### src/common/ifid_consts.svh
`ifndef IFID_CONSTS_SVH
`define IFID_CONSTS_SVH

// ----------------------------------------------------------------------
// Field positions (least significant bit of each 4-bit field)
// ----------------------------------------------------------------------
`define IFID_DOT_PRODUCT_LSB 6'h2C
`define IFID_BLOCK_CIPHER_LSB 6'h28
`define IFID_CHINESE_HASH_LSB 6'h24
`define IFID_KECCAK_HELPER_LSB 6'h20
`define IFID_ROUNDING_MAC_LSB 6'h1C
`define IFID_TRANS_MEMORY_LSB 6'h18
`define IFID_ATOMIC_LSB 6'h14

// ----------------------------------------------------------------------
// Field values
// ----------------------------------------------------------------------
`define IFID_DOT_PRODUCT_VAL 4'h1
`define IFID_BLOCK_CIPHER_VAL 4'h1
`define IFID_CHINESE_HASH_VAL 4'h1
`define IFID_KECCAK_HELPER_VAL 4'h1
`define IFID_ROUNDING_MAC_VAL 4'h1
`define IFID_TRANS_MEMORY_VAL 4'h0
`define IFID_ATOMIC_VAL 4'h2
`define IFID_FIELD_RESET 4'h0
`define IFID_REG_RESET 64'h0000_0000_0000_0000

// ----------------------------------------------------------------------
// System register encoding of the feature register
// ----------------------------------------------------------------------
`define IFID_ENC_OP0 2'h3
`define IFID_ENC_OP1 3'h0
`define IFID_ENC_CRN 4'h0
`define IFID_ENC_CRM 4'h6
`define IFID_ENC_OP2 3'h0

`endif

### src/common/ifid_pkg.sv
package ifid_pkg;

  typedef logic [3:0] ifid_field_t;

  typedef enum logic [1:0] {
    IFID_ST_RESET,
    IFID_ST_CAPTURE,
    IFID_ST_RUN
  } ifid_state_t;

endpackage

### src/ifid_field.sv
`timescale 1ns/1ps
`default_nettype none

`include "ifid_consts.svh"

module ifid_field #(
  parameter ifid_pkg::ifid_field_t VALUE = 4'h0,
  parameter bit GATED = 1'b0
) (
  // Clock and reset
  input wire logic clk_sys,
  input wire logic rst_n,
  // Load control
  input wire logic load,
  input wire logic cipher_on,
  // Field value
  output var ifid_pkg::ifid_field_t field_q
);

  // Gated fields collapse to zero when the cipher extension is off
  wire ifid_pkg::ifid_field_t field_d;
  assign field_d = (GATED && !cipher_on) ? `IFID_FIELD_RESET : VALUE;

  // Only the one load after reset changes the field
  always_ff @(posedge clk_sys or negedge rst_n) begin
    if (!rst_n) begin
      field_q <= `IFID_FIELD_RESET;
    end else if (load) begin
      field_q <= field_d;
    end
  end

endmodule

`default_nettype wire

### src/ifid_top.sv
`timescale 1ns/1ps
`default_nettype none

`include "ifid_consts.svh"

module ifid_top #(
  parameter bit CIPHER_BUILD_OPTION = 1'b1
) (
  // Clock and reset
  input wire logic clk_sys,
  input wire logic arst_n,
  // Cluster strap
  input wire logic cipher_disable_input,
  // System register access
  input wire logic sysreg_rd_req,
  input wire logic sysreg_wr_req,
  input wire logic [1:0] sysreg_op0,
  input wire logic [2:0] sysreg_op1,
  input wire logic [3:0] sysreg_crn,
  input wire logic [3:0] sysreg_crm,
  input wire logic [2:0] sysreg_op2,
  output logic sysreg_ready_q,
  output logic sysreg_rd_ack_q,
  output logic sysreg_hit_q,
  output logic [63:0] sysreg_rd_data_q,
  // Cipher instruction check
  input wire logic cipher_insn_valid,
  output logic cipher_undef_q,
  output logic cipher_enabled_q
);

  // --------------------------------------------------------------------
  // Reset release
  // --------------------------------------------------------------------
  logic rst_meta_q;
  logic rst_n_q;

  always_ff @(posedge clk_sys or negedge arst_n) begin
    if (!arst_n) begin
      rst_meta_q <= 1'b0;
      rst_n_q <= 1'b0;
    end else begin
      rst_meta_q <= 1'b1;
      rst_n_q <= rst_meta_q;
    end
  end

  // --------------------------------------------------------------------
  // Strap capture sequence
  // --------------------------------------------------------------------
  ifid_pkg::ifid_state_t state_q;
  ifid_pkg::ifid_state_t state_d;

  always_comb begin
    state_d = state_q;
    case (state_q)
      ifid_pkg::IFID_ST_RESET: begin
        state_d = ifid_pkg::IFID_ST_CAPTURE;
      end
      ifid_pkg::IFID_ST_CAPTURE: begin
        state_d = ifid_pkg::IFID_ST_RUN;
      end
      ifid_pkg::IFID_ST_RUN: begin
        state_d = ifid_pkg::IFID_ST_RUN;
      end
      default: begin
        state_d = ifid_pkg::IFID_ST_RESET;
      end
    endcase
  end

  always_ff @(posedge clk_sys or negedge rst_n_q) begin
    if (!rst_n_q) begin
      state_q <= ifid_pkg::IFID_ST_RESET;
    end else begin
      state_q <= state_d;
    end
  end

  wire logic capture;
  wire logic running;
  assign capture = (state_q == ifid_pkg::IFID_ST_CAPTURE);
  assign running = (state_q == ifid_pkg::IFID_ST_RUN);

  wire logic cipher_on_d;
  assign cipher_on_d = CIPHER_BUILD_OPTION && !cipher_disable_input;

  // sampled once after release
  // Strap is caught by a clocked load, never by the async reset itself
  always_ff @(posedge clk_sys or negedge rst_n_q) begin
    if (!rst_n_q) begin
      cipher_enabled_q <= 1'b0;
    end else if (capture) begin
      cipher_enabled_q <= cipher_on_d;
    end
  end

  // --------------------------------------------------------------------
  // Feature fields
  // --------------------------------------------------------------------
  wire ifid_pkg::ifid_field_t dot_product_support_field;
  wire ifid_pkg::ifid_field_t block_cipher_support_field;
  wire ifid_pkg::ifid_field_t chinese_hash_support_field;
  wire ifid_pkg::ifid_field_t keccak_helper_support_field;
  wire ifid_pkg::ifid_field_t rounding_doubling_mac_field;
  wire ifid_pkg::ifid_field_t transactional_memory_field;
  wire ifid_pkg::ifid_field_t atomic_ops_field;

  ifid_field #(
    .VALUE(`IFID_DOT_PRODUCT_VAL),
    .GATED(1'b0)
  ) u_dot (
    .clk_sys(clk_sys),
    .rst_n(rst_n_q),
    .load(capture),
    .cipher_on(cipher_on_d),
    .field_q(dot_product_support_field)
  );

  ifid_field #(
    .VALUE(`IFID_BLOCK_CIPHER_VAL),
    .GATED(1'b1)
  ) u_block (
    .clk_sys(clk_sys),
    .rst_n(rst_n_q),
    .load(capture),
    .cipher_on(cipher_on_d),
    .field_q(block_cipher_support_field)
  );

  ifid_field #(
    .VALUE(`IFID_CHINESE_HASH_VAL),
    .GATED(1'b1)
  ) u_hash (
    .clk_sys(clk_sys),
    .rst_n(rst_n_q),
    .load(capture),
    .cipher_on(cipher_on_d),
    .field_q(chinese_hash_support_field)
  );

  ifid_field #(
    .VALUE(`IFID_KECCAK_HELPER_VAL),
    .GATED(1'b1)
  ) u_keccak (
    .clk_sys(clk_sys),
    .rst_n(rst_n_q),
    .load(capture),
    .cipher_on(cipher_on_d),
    .field_q(keccak_helper_support_field)
  );

  ifid_field #(
    .VALUE(`IFID_ROUNDING_MAC_VAL),
    .GATED(1'b0)
  ) u_rdmac (
    .clk_sys(clk_sys),
    .rst_n(rst_n_q),
    .load(capture),
    .cipher_on(cipher_on_d),
    .field_q(rounding_doubling_mac_field)
  );

  ifid_field #(
    .VALUE(`IFID_TRANS_MEMORY_VAL),
    .GATED(1'b0)
  ) u_tmem (
    .clk_sys(clk_sys),
    .rst_n(rst_n_q),
    .load(capture),
    .cipher_on(cipher_on_d),
    .field_q(transactional_memory_field)
  );

  ifid_field #(
    .VALUE(`IFID_ATOMIC_VAL),
    .GATED(1'b0)
  ) u_atomic (
    .clk_sys(clk_sys),
    .rst_n(rst_n_q),
    .load(capture),
    .cipher_on(cipher_on_d),
    .field_q(atomic_ops_field)
  );

  // --------------------------------------------------------------------
  // Register image and read decode
  // --------------------------------------------------------------------
  // Bits outside the fields this block owns read as zero
  wire logic [63:0] id_image;
  assign id_image =
    (64'(dot_product_support_field) << `IFID_DOT_PRODUCT_LSB) |
    (64'(block_cipher_support_field) << `IFID_BLOCK_CIPHER_LSB) |
    (64'(chinese_hash_support_field) << `IFID_CHINESE_HASH_LSB) |
    (64'(keccak_helper_support_field) << `IFID_KECCAK_HELPER_LSB) |
    (64'(rounding_doubling_mac_field) << `IFID_ROUNDING_MAC_LSB) |
    (64'(transactional_memory_field) << `IFID_TRANS_MEMORY_LSB) |
    (64'(atomic_ops_field) << `IFID_ATOMIC_LSB);

  wire logic enc_match;
  assign enc_match = (sysreg_op0 == `IFID_ENC_OP0) &&
                     (sysreg_op1 == `IFID_ENC_OP1) &&
                     (sysreg_crn == `IFID_ENC_CRN) &&
                     (sysreg_crm == `IFID_ENC_CRM) &&
                     (sysreg_op2 == `IFID_ENC_OP2);

  // --------------------------------------------------------------------
  // Read take and next values
  // --------------------------------------------------------------------
  // only reads are taken
  // Writes never reach any storage, so they need no decode at all
  wire logic rd_take;
  assign rd_take = running && sysreg_rd_req && !sysreg_wr_req;

  wire logic [63:0] rd_data_d;
  assign rd_data_d = enc_match ? id_image : `IFID_REG_RESET;

  wire logic ready_d;
  wire logic rd_ack_d;
  wire logic hit_d;
  wire logic [63:0] rd_word_d;
  assign ready_d = (state_d == ifid_pkg::IFID_ST_RUN);
  assign rd_ack_d = rd_take;
  assign hit_d = rd_take && enc_match;
  assign rd_word_d = rd_take ? rd_data_d : `IFID_REG_RESET;

  // --------------------------------------------------------------------
  // Read response
  // --------------------------------------------------------------------
  // Ready follows the run state, so it never leads the read decode
  always_ff @(posedge clk_sys or negedge rst_n_q) begin
    if (!rst_n_q) begin
      sysreg_ready_q <= 1'b0;
    end else begin
      sysreg_ready_q <= ready_d;
    end
  end

  always_ff @(posedge clk_sys or negedge rst_n_q) begin
    if (!rst_n_q) begin
      sysreg_rd_ack_q <= 1'b0;
    end else begin
      sysreg_rd_ack_q <= rd_ack_d;
    end
  end

  always_ff @(posedge clk_sys or negedge rst_n_q) begin
    if (!rst_n_q) begin
      sysreg_hit_q <= 1'b0;
    end else begin
      sysreg_hit_q <= hit_d;
    end
  end

  // Data drops to zero so a stale word never looks like an answer
  always_ff @(posedge clk_sys or negedge rst_n_q) begin
    if (!rst_n_q) begin
      sysreg_rd_data_q <= `IFID_REG_RESET;
    end else begin
      sysreg_rd_data_q <= rd_word_d;
    end
  end

  // --------------------------------------------------------------------
  // Cipher instruction gate
  // --------------------------------------------------------------------
  // undefined while disabled
  // Held undefined until the strap is captured, so nothing slips through
  wire logic undef_d;
  assign undef_d = cipher_insn_valid && !cipher_enabled_q;

  always_ff @(posedge clk_sys or negedge rst_n_q) begin
    if (!rst_n_q) begin
      cipher_undef_q <= 1'b0;
    end else begin
      cipher_undef_q <= undef_d;
    end
  end

endmodule

`default_nettype wire

### config.mk
export PLATFORM = sky130hd
export DESIGN_NAME = ifid_top
export DESIGN_NICKNAME = d
export VERILOG_FILES = /design/src/common/ifid_pkg.sv /design/src/ifid_field.sv /design/src/ifid_top.sv
export VERILOG_INCLUDE_DIRS = /design/src /design/src/common
export SDC_FILE = /design/constraint.sdc
export NUM_CORES = 1
export LEC_CHECK = 0
export ABC_AREA = 1
export BUFFER_PORTS_ARGS = -buffer_cell sky130_fd_sc_hd__buf_2
export CORE_ASPECT_RATIO = 1.4
export CORE_UTILIZATION = 45
export CTS_CLUSTER_SIZE = 25
export DETAILED_ROUTE_END_ITERATION = 10
export PLACE_DENSITY = 0.83
export SKIP_CTS_REPAIR_TIMING = 1
export SLEW_MARGIN = 20
export SYNTH_ARGS = -nofsm -noshare
export SYNTH_HDL_FRONTEND = slang
export SYNTH_HIERARCHICAL = 1
export SYNTH_SLANG_ARGS = --single-unit
### constraint.sdc
create_clock -name clk_sys -period 1.73 [get_ports clk_sys]
set_clock_uncertainty 0.1 [all_clocks]
set_input_delay 0.0865 -clock clk_sys [delete_from_list [all_inputs] [get_ports clk_sys]]
set_output_delay 0.0865 -clock clk_sys [all_outputs]
set_load 0.05 [all_outputs]
Word-level counts from Yosys, hierarchy flattened
Cells that the tools add are included.
{ "totals": {"wordCells": 41, "latch_bits": 0, "n_memories": 0, "ram_bits": 0, "ff_bits": 78, "rom_bits": 0, "output_inout_bits": 69, "inputBits": 22} }
{ "classes": {"eq_ne": 5, "bitwise": 5, "add_sub_neg": 0, "multipliers": 0, "shift": 0, "mux": 4, "n_reduce_logical": 16, "div_mod_pow": 0, "order_cmp": 0} }
{ "op_table": {"columns": ["operator", "n"], "rows": [
  ["$mux W45", 2],
  ["$or A45 B22 Y45", 1],
  ["$or A45 B29 Y45", 1],
  ["$or A45 B36 Y45", 1],
  ["$or A45 B40 Y45", 1],
  ["$or A45 B44 Y45", 1],
  ["$logic_and A1 B1 Y1", 8],
  ["$eq A2 B2 Y1 const B", 3],
  ["$logic_not A3 Y1", 2],
  ["$eq A4 B3 Y1 const B", 1],
  ["$logic_not A4 Y1", 1],
  ["$pmux W2 S2", 1],
  ["$logic_not A1 Y1", 3],
  ["$eq A2 B1 Y1 const B", 1],
  ["$logic_not A2 Y1", 1],
  ["$reduce_or A2 Y1", 1],
  ["$mux W1", 1]
]} }

Logic depth before layout (Yosys ltp)
Gate-level depths: netlist (run 1).
{ "depth": {"depth_word": 7, "mapped_depth": 8, "depth_no_buf": 6} }

Hierarchy
Netlist (run 1), hierarchy kept.
{ "by_module_without_submodules": {"columns": ["module", "seq_area_each_um2", "cells_each", "n_inst", "area_per_inst_um2"], "rows": [
  ["ifid_top", 900.9, 164, 1, 1645.3],
  ["ifid_field at u_block ...", 25.0, 9, 3, 66.3],
  ["ifid_field at u_atomic ...", 25.0, 8, 3, 62.6],
  ["ifid_field at u_tmem", 0.0, 5, 1, 33.8]
]} }

Least setup slack after synthesis (run 1)
Ideal clock, no wire load.
{ "synth_timing": {"path_type": "register to register", "from": "register state_q[1]", "to": "register sysreg_rd_data_q[40]", "arrival_ns": 1.465, "setup_slack_ns": 0.097, "synth_period_minus_slack_ns": 1.633, "path_stages_with_launch": 8, "n_path_buf": 2, "setup_time_ns": 0.068, "required_ns": 1.562, "path_cell_list": "dfrtp_1 -> ha_1 -> nand2_1 -> nor2_1 -> nand3_2 -> buf_6 -> buf_12 -> nor2_4"} }
{ "synth_via": {"elab_chain_len": 4} }
{ "synth_rtl": {"columns": ["element", "line_no", "source"], "rows": [
  ["start: declaration", "ifid_top.sv:51", "ifid_pkg::ifid_state_t state_q;"],
  ["start signal: assignment", "ifid_top.sv:74", "state_q <= ifid_pkg::IFID_ST_RESET;"],
  ["start signal: assignment", "ifid_top.sv:76", "state_q <= state_d;"],
  ["$eq A2 B2 Y1", "ifid_top.sv:83", "assign running = (state_q == ifid_pkg::IFID_ST_RUN);"],
  ["$logic_and A1 B1 Y1 (2 in series)", "ifid_top.sv:213", "assign rd_take = running && sysreg_rd_req && !sysreg_wr_req;"],
  ["named net rd_ack_d", "ifid_top.sv:219", "wire logic rd_ack_d;"],
  ["$mux W45 (no source line)", null, null],
  ["named net rd_word_d[40]", "ifid_top.sv:221", "wire logic [63:0] rd_word_d;"],
  ["end signal: assignment", "ifid_top.sv:258", "sysreg_rd_data_q <= `IFID_REG_RESET;"],
  ["end signal: assignment", "ifid_top.sv:260", "sysreg_rd_data_q <= rd_word_d;"],
  ["end: declaration", "ifid_top.sv:25", "output logic [63:0] sysreg_rd_data_q,"]
]} }
The timed path passes the listed nets, and every way through them passes these cells.
A chain may end at the register's enable or synchronous reset.

Worst setup path in the final report (run 1)
{ "layout_timing": {"from": "register state_q[0]", "to": "register sysreg_rd_ack_q"} }
{ "layout_via": {"elab_chain_len": 3} }
{ "layout_rtl": {"columns": ["element", "line_no", "source"], "rows": [
  ["$eq A2 B2 Y1", "ifid_top.sv:83", null],
  ["$logic_and A1 B1 Y1 (2 in series)", "ifid_top.sv:213", null],
  ["named net rd_ack_d", "ifid_top.sv:219", null],
  ["end signal: assignment", "ifid_top.sv:243", "sysreg_rd_ack_q <= rd_ack_d;"],
  ["end: declaration", "ifid_top.sv:23", "output logic sysreg_rd_ack_q,"]
]} }
The timed path passes the listed nets, and every way through them passes these cells.

==> out/qor.tcl, run 1 <==
set qor(final_layout_size_suffix_gt1_frac) 0.2821
set qor(grt_first_pass_wirelength_mm) 4.105
set qor(outcome) {complete, no violations}
set qor(drt-wirelength-per-cell_um) 8.150
set qor(worst_setup_path_end_kind) {flip-flop}
set qor(number_of_cells_on_the_worst_reg_to_reg_path) 5
set qor(finalHoldViolations) 0
set qor(hpwl_mm) 2.147
set qor(synth_async_sr_flop_share) 1.000
set qor(drv_cap) 0
set qor(tns_ns) 0
set qor(worst-slew-pin-transition_ns) 0.5193
set qor(ant_nets) 0
set qor(min_period_ns) 1.615
set qor(synth_top_area_cell) {sky130_fd_sc_hd__dfrtp_1}
set qor(kind_of_start_point_of_the_critical_path) {flip-flop}
set qor(combinational_family_with_the_most_area_after_synthesis) {buffers and inverters}
set qor(synth.most_common_cell) {sky130_fd_sc_hd__buf_4}
set qor(slack_of_the_worst_reg_to_reg_path_ns) 0.12
set qor(slew_violations) 0
set qor(globalRoute.totalOverflow) 0
set qor(syn_area_um2) 2066
set qor(number_of_buffers_added_by_the_clock_tree_synthesis_step) 5
set qor(critPathTopFamily) {buffers and inverters}
set qor(die_height_um) 82.17
set qor(postSynthCellCount) 220
set qor(grt_start_max_net_pins) 25
set qor(cts_sinks) 42
set qor(worst_r2r_startpoint) {state_q[0]}
set qor(crit_path_class) {reg2reg}
set qor(synth_seq_cells) 42
set qor(first_global_vias) 1021
set qor(cts_tree) {built}
set qor(path_depth) 5
set qor(synthesis.area_per_instance_um2) 9.390
set qor(critical_path_peak_fanout) 2
set qor(synth_sequential_area_ratio) 0.5088
set qor(vdd_drop_max_v) 0.0004336
set qor(drt_drc_violations_left) 0
set qor(die_width_um) 59.26
set qor(worst_r2r_endpoint) {sysreg_rd_ack_q}
set qor(viasPerCell) 3.641
set qor(synthTopCellsByArea) {sky130_fd_sc_hd__dfrtp_1 51%, sky130_fd_sc_hd__buf_4 21%, sky130_fd_sc_hd__inv_1 8.0%}
set qor(portion_of_netlist_area_occupied_by_mux_cells) 0
set qor(finish.net_count) 304
set qor(crit_chain) {inv_1 > ha_1 > nand2_1 > nor2_1 > dlygate4sd3_1}
set qor(drt-initial-drc-count) 27
set qor(vias) 1238
set qor(synth.yosys.warnings) 6
set qor(synth_xor_xnor_area_share) 0
set qor(finalSetupViolCount) 0
set qor(most_common_library_cells_after_synthesis) {58 x sky130_fd_sc_hd__buf_4, 44 x sky130_fd_sc_hd__inv_1, 42 x sky130_fd_sc_hd__dfrtp_1}
set qor(post_synth_top_flop) {sky130_fd_sc_hd__dfrtp_1}
set qor(critPathBufInv) 2
set qor(cts_max_path_buffers) 2
set qor(synth_top_cell_area_share) 0.5088
set qor(dr.pass1.iters) 3
set qor(place.port_buffers) 54
set qor(fmax_achieved_ghz) 0.6193
set qor(synthesized_area_fraction_occupied_by_ao_oa_aoi_and_oai_cells) 0.002423
set qor(route.final.wire_length_mm) 2.771
set qor(post-route-period-util) 0.9334
set qor(ctsHtreeMaxLevel) 2
set qor(synth_simple_gate_area_frac) 0.1442
set qor(clk-insertion-delay-late_ns) 0.28
set qor(grt_antenna_before_repair) 0
set qor(critPathSlowestCell) {sky130_fd_sc_hd__dlygate4sd3_1}
set qor(fraction_of_the_mapped_netlist_area_in_adder_cells) 0.01817
set qor(headroom_to_the_max_slew_limit) 0.6538
set qor(netlist-cell-type-count) 15
set qor(rsz_0062_raised_after_global_routing) {false}
set qor(path_clk_slew_ns) 0.08
set qor(timing.critical_path.slowest_cell_delay_ns) 0.57
set qor(areaGrowthSynthToFinish_pct) 12.17
set qor(gp_congestion) 0.7197
set qor(dieArea_um2) 4869
set qor(antenna-diode-count) 0
set qor(hold_path.class) {in2async}
set qor(design.portCount) 91
set qor(cts_root_buffer) {sky130_fd_sc_hd__clkbuf_8}
set qor(total_leakage_power_nw) 1.382
set qor(track_usage) 0.1183
set qor(arrival_ns) 1.74
set qor(worstPathRequired_ns) 1.85
set qor(floorplan.initialDensity) 0.4794
set qor(synth-edff-count) 0
set qor(pwr_density_cell_nw_per_um2) 867.8
set qor(core-area_um2) 4309
set qor(layout.filler_cells) 408
set qor(utilization) 0.5377
set qor(floorplan.rows) 28
[metrics by stage]
stage	area, um^2	power, mW	hold slack [ns]	setup slack (ns)	cells
2_1_floorplan	2253	1.343	-0.3091	0.09704	270
6_report	2317	2.011	0.02063	0.1152	340
3_5_place_dp	2158	1.283	-0.2256	0.1980	327
4_1_cts	2267	2.025	-0.5389	0.1573	335
5_1_grt	2317	2.087	0.02218	0.05283	340
3_3_place_gp	2158	1.281	-0.2289	0.3495	327
[how the worst max path moves through the flow]
stage                           from                   end  slack, ns
after global placement    state_q[0]  sysreg_rd_data_q[32]       0.35
after global routing      state_q[0]       sysreg_rd_ack_q       0.05
after CTS                 state_q[0]  sysreg_rd_data_q[32]       0.16
final                     state_q[0]       sysreg_rd_ack_q       0.12
after floorplan           state_q[1]  sysreg_rd_data_q[40]        0.1
after detailed placement  state_q[0]  sysreg_rd_data_q[32]       0.20
[sequential cells by signal (all words and copies together), names as in the netlist]
register,count
u_hash/field_q,1
u_keccak/field_q,1
cipher_enabled_q,1
sysreg_rd_data_q,28
u_block/field_q,1
rst_meta_q,1
cipher_undef_q,1
sysreg_rd_ack_q,1
u_dot/field_q,1
sysreg_hit_q,1
u_rdmac/field_q,1
state_q,2
rst_n_q,1
u_atomic/field_q,1
[layout make-up]
| cell class | count | area [um^2] | share of cell area |
|---|---|---|---|
| repair buffers | 63 | 350.3 | 0.1512 |
| clock inverters | 3 | 40.04 | 0.01728 |
| multi-input cells | 122 | 561.8 | 0.2424 |
| clock buffers | 5 | 68.82 | 0.02970 |
| flip-flops and latches | 42 | 1052 | 0.4541 |
| inverters | 45 | 168.9 | 0.07289 |
| well taps | 60 | 75.07 | 0.03240 |
[layout by cell type (no fill, tap or decap), drive strengths merged]
master and instances:
dfrtp 42, nor2 40, buf 58, a21oi 1, clkinv 2, nand3 1
bufinv 1, ha 3, nand2 18, conb 59, clkbuf 5, inv 45
dlygate4sd3 5
[metal layers]
| metal | vias to the layer above | global-route usage | share of wire |
|---|---|---|---|
| met3 | 4 | 0.03738 | 0.071 |
| met5 | - | 0 | 0 |
| met2 | 70 | 0.2270 | 0.58 |
| li1 | 607 | - | - |
| met1 | 557 | 0.1031 | 0.33 |
| met4 | 0 | 0.07143 | 0.021 |
[power breakdown]
group	total (mW)	internal, mW	switching [mW]	leakage (nW)
Clock	0.737	0.424	0.313	0.0579
Combinational	0.270	0.0410	0.229	0.775
Sequential	1.00	0.990	0.0138	0.549
Total	2.01	1.46	0.555	1.38
[worst reg2reg max path, delay by kind of cell, from the launching register on]
family / cells / cell delay (ns)
adders and majority gates: 1 / 0.15
and+or+nand+nor: 2 / 0.22
DFF: 1 / 0.41
buffers and inverters: 2 / 0.67
[logic make-up after synthesis]
logic type | Yosys count
flops | 42
compound gates | 1
buf+inv | 106
other cells | 9
simple gates | 59
fa+ha+maj | 3
No activity file was read; power rests on OpenSTA's default activity.
==> inputs of run 2 (changes only) <==
--- a/config.mk
+++ b/config.mk
@@ -6,13 +6,12 @@
 export SDC_FILE = /design/constraint.sdc
 export NUM_CORES = 1
 export LEC_CHECK = 0
-export ABC_AREA = 1
 export BUFFER_PORTS_ARGS = -buffer_cell sky130_fd_sc_hd__buf_2
 export CORE_ASPECT_RATIO = 1.4
 export CORE_UTILIZATION = 45
 export CTS_CLUSTER_SIZE = 25
 export DETAILED_ROUTE_END_ITERATION = 10
-export PLACE_DENSITY = 0.83
+export PLACE_DENSITY = 0.84
 export SKIP_CTS_REPAIR_TIMING = 1
 export SLEW_MARGIN = 20
 export SYNTH_ARGS = -nofsm -noshare
==> out/qor.tcl, run 2 <==
set qor(outcome) {finished with violations}
set qor(violations) {design-rule violations}
set qor(p_int_mw) 1.349 ;# -7.4%
set qor(netSwitchingFraction) 0.2861 ;# +0.01010
set qor(viasPerCell) 4.015 ;# +10%
set qor(route.final.wire_length_mm) 2.452 ;# -12%
set qor(critical_path_peak_fanout) 8 ;# +6
set qor(drt_drc_violations_left) 4 ;# +4
set qor(most_common_library_cells_after_synthesis) {58 x sky130_fd_sc_hd__buf_4, 42 x sky130_fd_sc_hd__dfrtp_1, 19 x sky130_fd_sc_hd__and3_1}
set qor(dieArea_um2) 4597 ;# -5.6%
set qor(synth_seq_cells) 42 ;# unchanged
set qor(cts_root_buffer) {sky130_fd_sc_hd__clkbuf_8}
set qor(hold_path.class) {in2async}
set qor(synth_top_cell_area_share) 0.5398 ;# +0.03106
set qor(multiInputGateArea_um2) 594.3 ;# +5.8%
set qor(syn_area_um2) 1947 ;# -5.8%
set qor(finalHoldViolations) 0 ;# unchanged
set qor(cts_max_path_buffers) 2 ;# unchanged
set qor(clk-insertion-delay-late_ns) 0.29 ;# about the same
set qor(arrival_ns) 1.46 ;# -0.28 ns
set qor(place.port_buffers) 54 ;# unchanged
set qor(worstPathRequired_ns) 1.81 ;# -0.04 ns
set qor(grt_first_pass_wirelength_mm) 3.843 ;# -6.4%
set qor(power.net_switching_mw) 0.5405 ;# -2.6%
set qor(critPathTopFamily) {flip-flops}
set qor(drt-initial-drc-count) 19 ;# -30%
set qor(finish.net_count) 245 ;# -19%
set qor(layout_commonest_cell) {sky130_fd_sc_hd__conb_1}
set qor(die_height_um) 79.83 ;# -2.8%
set qor(design.portCount) 91 ;# unchanged
set qor(synthesis.area_per_instance_um2) 11.73 ;# +25%
set qor(layout.filler_cells) 350 ;# -14%
set qor(min_period_ns) 1.385 ;# -0.2302 ns
set qor(track_usage) 0.1169 ;# -0.001346
set qor(synth_async_sr_flop_share) 1.000 ;# unchanged
set qor(number_of_buffers_added_by_the_clock_tree_synthesis_step) 5 ;# unchanged
set qor(max_flop_register) {sysreg_rd_data_q}
set qor(comb_power_share) 0.139 ;# +0.005
set qor(postSynthCellCount) 166 ;# -25%
set qor(areaGrowthSynthToFinish_pct) 9.704
set qor(layout_setup_ws_ns) 0.3455 ;# +0.2302 ns
set qor(critPathSlowestCell) {sky130_fd_sc_hd__dfrtp_1}
set qor(total_leakage_power_nw) 1.336 ;# -3.3%
set qor(post_synth_top_flop) {sky130_fd_sc_hd__dfrtp_1}
set qor(synthTopCellsByArea) {sky130_fd_sc_hd__dfrtp_1 54%, sky130_fd_sc_hd__buf_4 22%, sky130_fd_sc_hd__and3_1 6.1%}
set qor(dr.pass1.iters) 9 ;# +6
set qor(top_regs) {sysreg_rd_data_q x28, state_q x2}
set qor(finalSetupViolCount) 0 ;# unchanged
set qor(kind_of_start_point_of_the_critical_path) {flip-flop}
set qor(vias) 1060 ;# -14%
set qor(netlist-cell-type-count) 22 ;# +7
set qor(fmax_achieved_ghz) 0.7223 ;# +17%
set qor(grt_start_max_net_pins) 41 ;# +64%
set qor(largest_reg_flops) 28 ;# unchanged
set qor(clock_power_share) 0.334 ;# -0.032
set qor(placed_area_um2) 2011 ;# -6.8%
set qor(synth_sequential_area_ratio) 0.5398 ;# +0.03106
set qor(final_layout_size_suffix_gt1_frac) 0.3665 ;# +0.08437
set qor(worst_setup_path_end_kind) {flip-flop}
set qor(globalRoute.totalOverflow) 0 ;# unchanged
set qor(ctsHtreeMaxLevel) 2 ;# unchanged
set qor(drt-wirelength-per-cell_um) 9.288 ;# +14%
set qor(crit_chain) {inv_1 > ha_1 > mux2_4}
set qor(path_clk_slew_ns) 0.07 ;# about the same
set qor(vdd_drop_max_v) 0.0003165 ;# -27%
set qor(critPathBufInv) 1 ;# -1
set qor(synth.yosys.warnings) 6 ;# unchanged
set qor(synth.most_common_cell) {sky130_fd_sc_hd__buf_4}
set qor(layout.area.seq_um2) 1051 ;# -0.12%
set qor(slew_violations) 0 ;# unchanged
set qor(grt_antenna_before_repair) 0 ;# unchanged
set qor(post_route_cell_area_um2) 2136 ;# -7.8%
set qor(gp_congestion) 0.6550 ;# -9.0%
set qor(synth_top_area_cell) {sky130_fd_sc_hd__dfrtp_1}
set qor(pwr_density_cell_nw_per_um2) 884.5 ;# +1.9%
set qor(drv_cap) 0 ;# unchanged
set qor(crit_path_class) {reg2reg}
set qor(floorplan.rows) 27 ;# -3.6%
set qor(hpwl_mm) 1.792 ;# -17%
set qor(cts_sinks) 42 ;# unchanged
set qor(timing.critical_path.slowest_cell_delay_ns) 0.40 ;# -0.17 ns
set qor(ant_nets) 0 ;# unchanged
set qor(rsz_0062_raised_after_global_routing) {false}
set qor(seqPwrFrac) 0.526 ;# +0.027
set qor(synth-edff-count) 0 ;# unchanged
set qor(tns_ns) 0 ;# unchanged
set qor(die_width_um) 57.59 ;# -2.8%
set qor(core-area_um2) 4054 ;# -5.9%
set qor(floorplan.initialDensity) 0.4802 ;# +0.0008625
set qor(top_library_cells_by_usage_in_the_layout_fill_and_taps_aside) {59 x sky130_fd_sc_hd__conb_1, 54 x sky130_fd_sc_hd__buf_2, 42 x sky130_fd_sc_hd__dfrtp_1}
set qor(post-route-period-util) 0.8003 ;# -0.1331
set qor(antenna-diode-count) 0 ;# unchanged
set qor(place_ws_ns) 0.3543 ;# +0.1564 ns
set qor(first_global_vias) 903 ;# -12%
set qor(cts_tree) {built}
## run 2: cell types whose count changed after synthesis, moves of 2 or more
cell                       before  now
sky130_fd_sc_hd__clkbuf_1       0    3
sky130_fd_sc_hd__and3_1         0   19
sky130_fd_sc_hd__nor2_1        30    2
sky130_fd_sc_hd__nand2_1       18    1
sky130_fd_sc_hd__or2_1          0    3
sky130_fd_sc_hd__nor2_4         9    0
sky130_fd_sc_hd__inv_1         44    3
sky130_fd_sc_hd__mux2_4         0    3
sky130_fd_sc_hd__and3_2         0    9
sky130_fd_sc_hd__nor4b_2        0    2
## run 2: final cells by class
type | instances | share of cell area
Inverter | 3 | 0.005272
Tap cell | 43 | 0.02519
Timing Repair Buffer | 61 | 0.1547
Sequential cell | 42 | 0.4921
Clock inverter | 2 | 0.005858
Clock buffer | 6 | 0.03866
Multi-Input combinational cell | 107 | 0.2783
## run 2: metrics by stage
step                      cells  hold WS, ns    util  power (mW)
after floorplan             216      -0.3091       -       1.330
after global placement      253      -0.2275  0.4960       1.269
after detailed placement    253      -0.2233  0.4960       1.271
after CTS                   261      -0.5448  0.5194       1.908
after global routing        264      0.01010  0.5269       1.976
final                       264      0.01287  0.5269       1.889
## run 2: final timing paths
path,endpoint,slack (ns),from,cells past startpoint
max in group asynchronous,sysreg_rd_ack_q,1.01,rst_n_q,1
min in group clk_sys,sysreg_rd_ack_q,0.08,sysreg_wr_req,3
max,u_block/field_q[0],0.35,state_q[1],3
min reg2reg,sysreg_rd_data_q[33],0.20,rst_n_q,1
max reg2reg,u_block/field_q[0],0.35,state_q[1],3
min,rst_n_q,0.01,arst_n,2
## run 2: cells by family after synthesis
| kind of cell | share of synthesized area |
|---|---|
| AO/OA/AOI/OAI | 0.002568 |
| adder cells (fa/ha/maj) | 0.01928 |
| buffers and inverters | 0.2513 |
| flip-flops | 0.5398 |
| multiplexers | 0.02313 |
| other | 0.01735 |
| AND/OR/NAND/NOR | 0.1465 |
## run 2: worst reg2reg max path: stages (launching register included)
cell and delay [ns]:
sky130_fd_sc_hd__dfrtp_1 0.40, sky130_fd_sc_hd__inv_1 0.09, sky130_fd_sc_hd__ha_1 0.34, sky130_fd_sc_hd__mux2_4 0.34
## run 2: power by group through the flow
stage               sequential (mW)  combinational, mW  clock (mW)
CTS                           0.994              0.258       0.656
detailed placement             1.01              0.258           0
finish                        0.994              0.263       0.631
global route                  0.995              0.282       0.698
floorplan                      1.04              0.291           0
global placement               1.01              0.256           0
## run 2: per-layer routing
layer  wire, um  share of wire  up-vias  GRT usage
li1           -              -      514          -
met1        869           0.35      474     0.1050
met2       1290           0.53       67     0.2070
met3        201          0.082        5    0.03890
met4         91          0.037        0    0.09512
met5          0              0        -          0
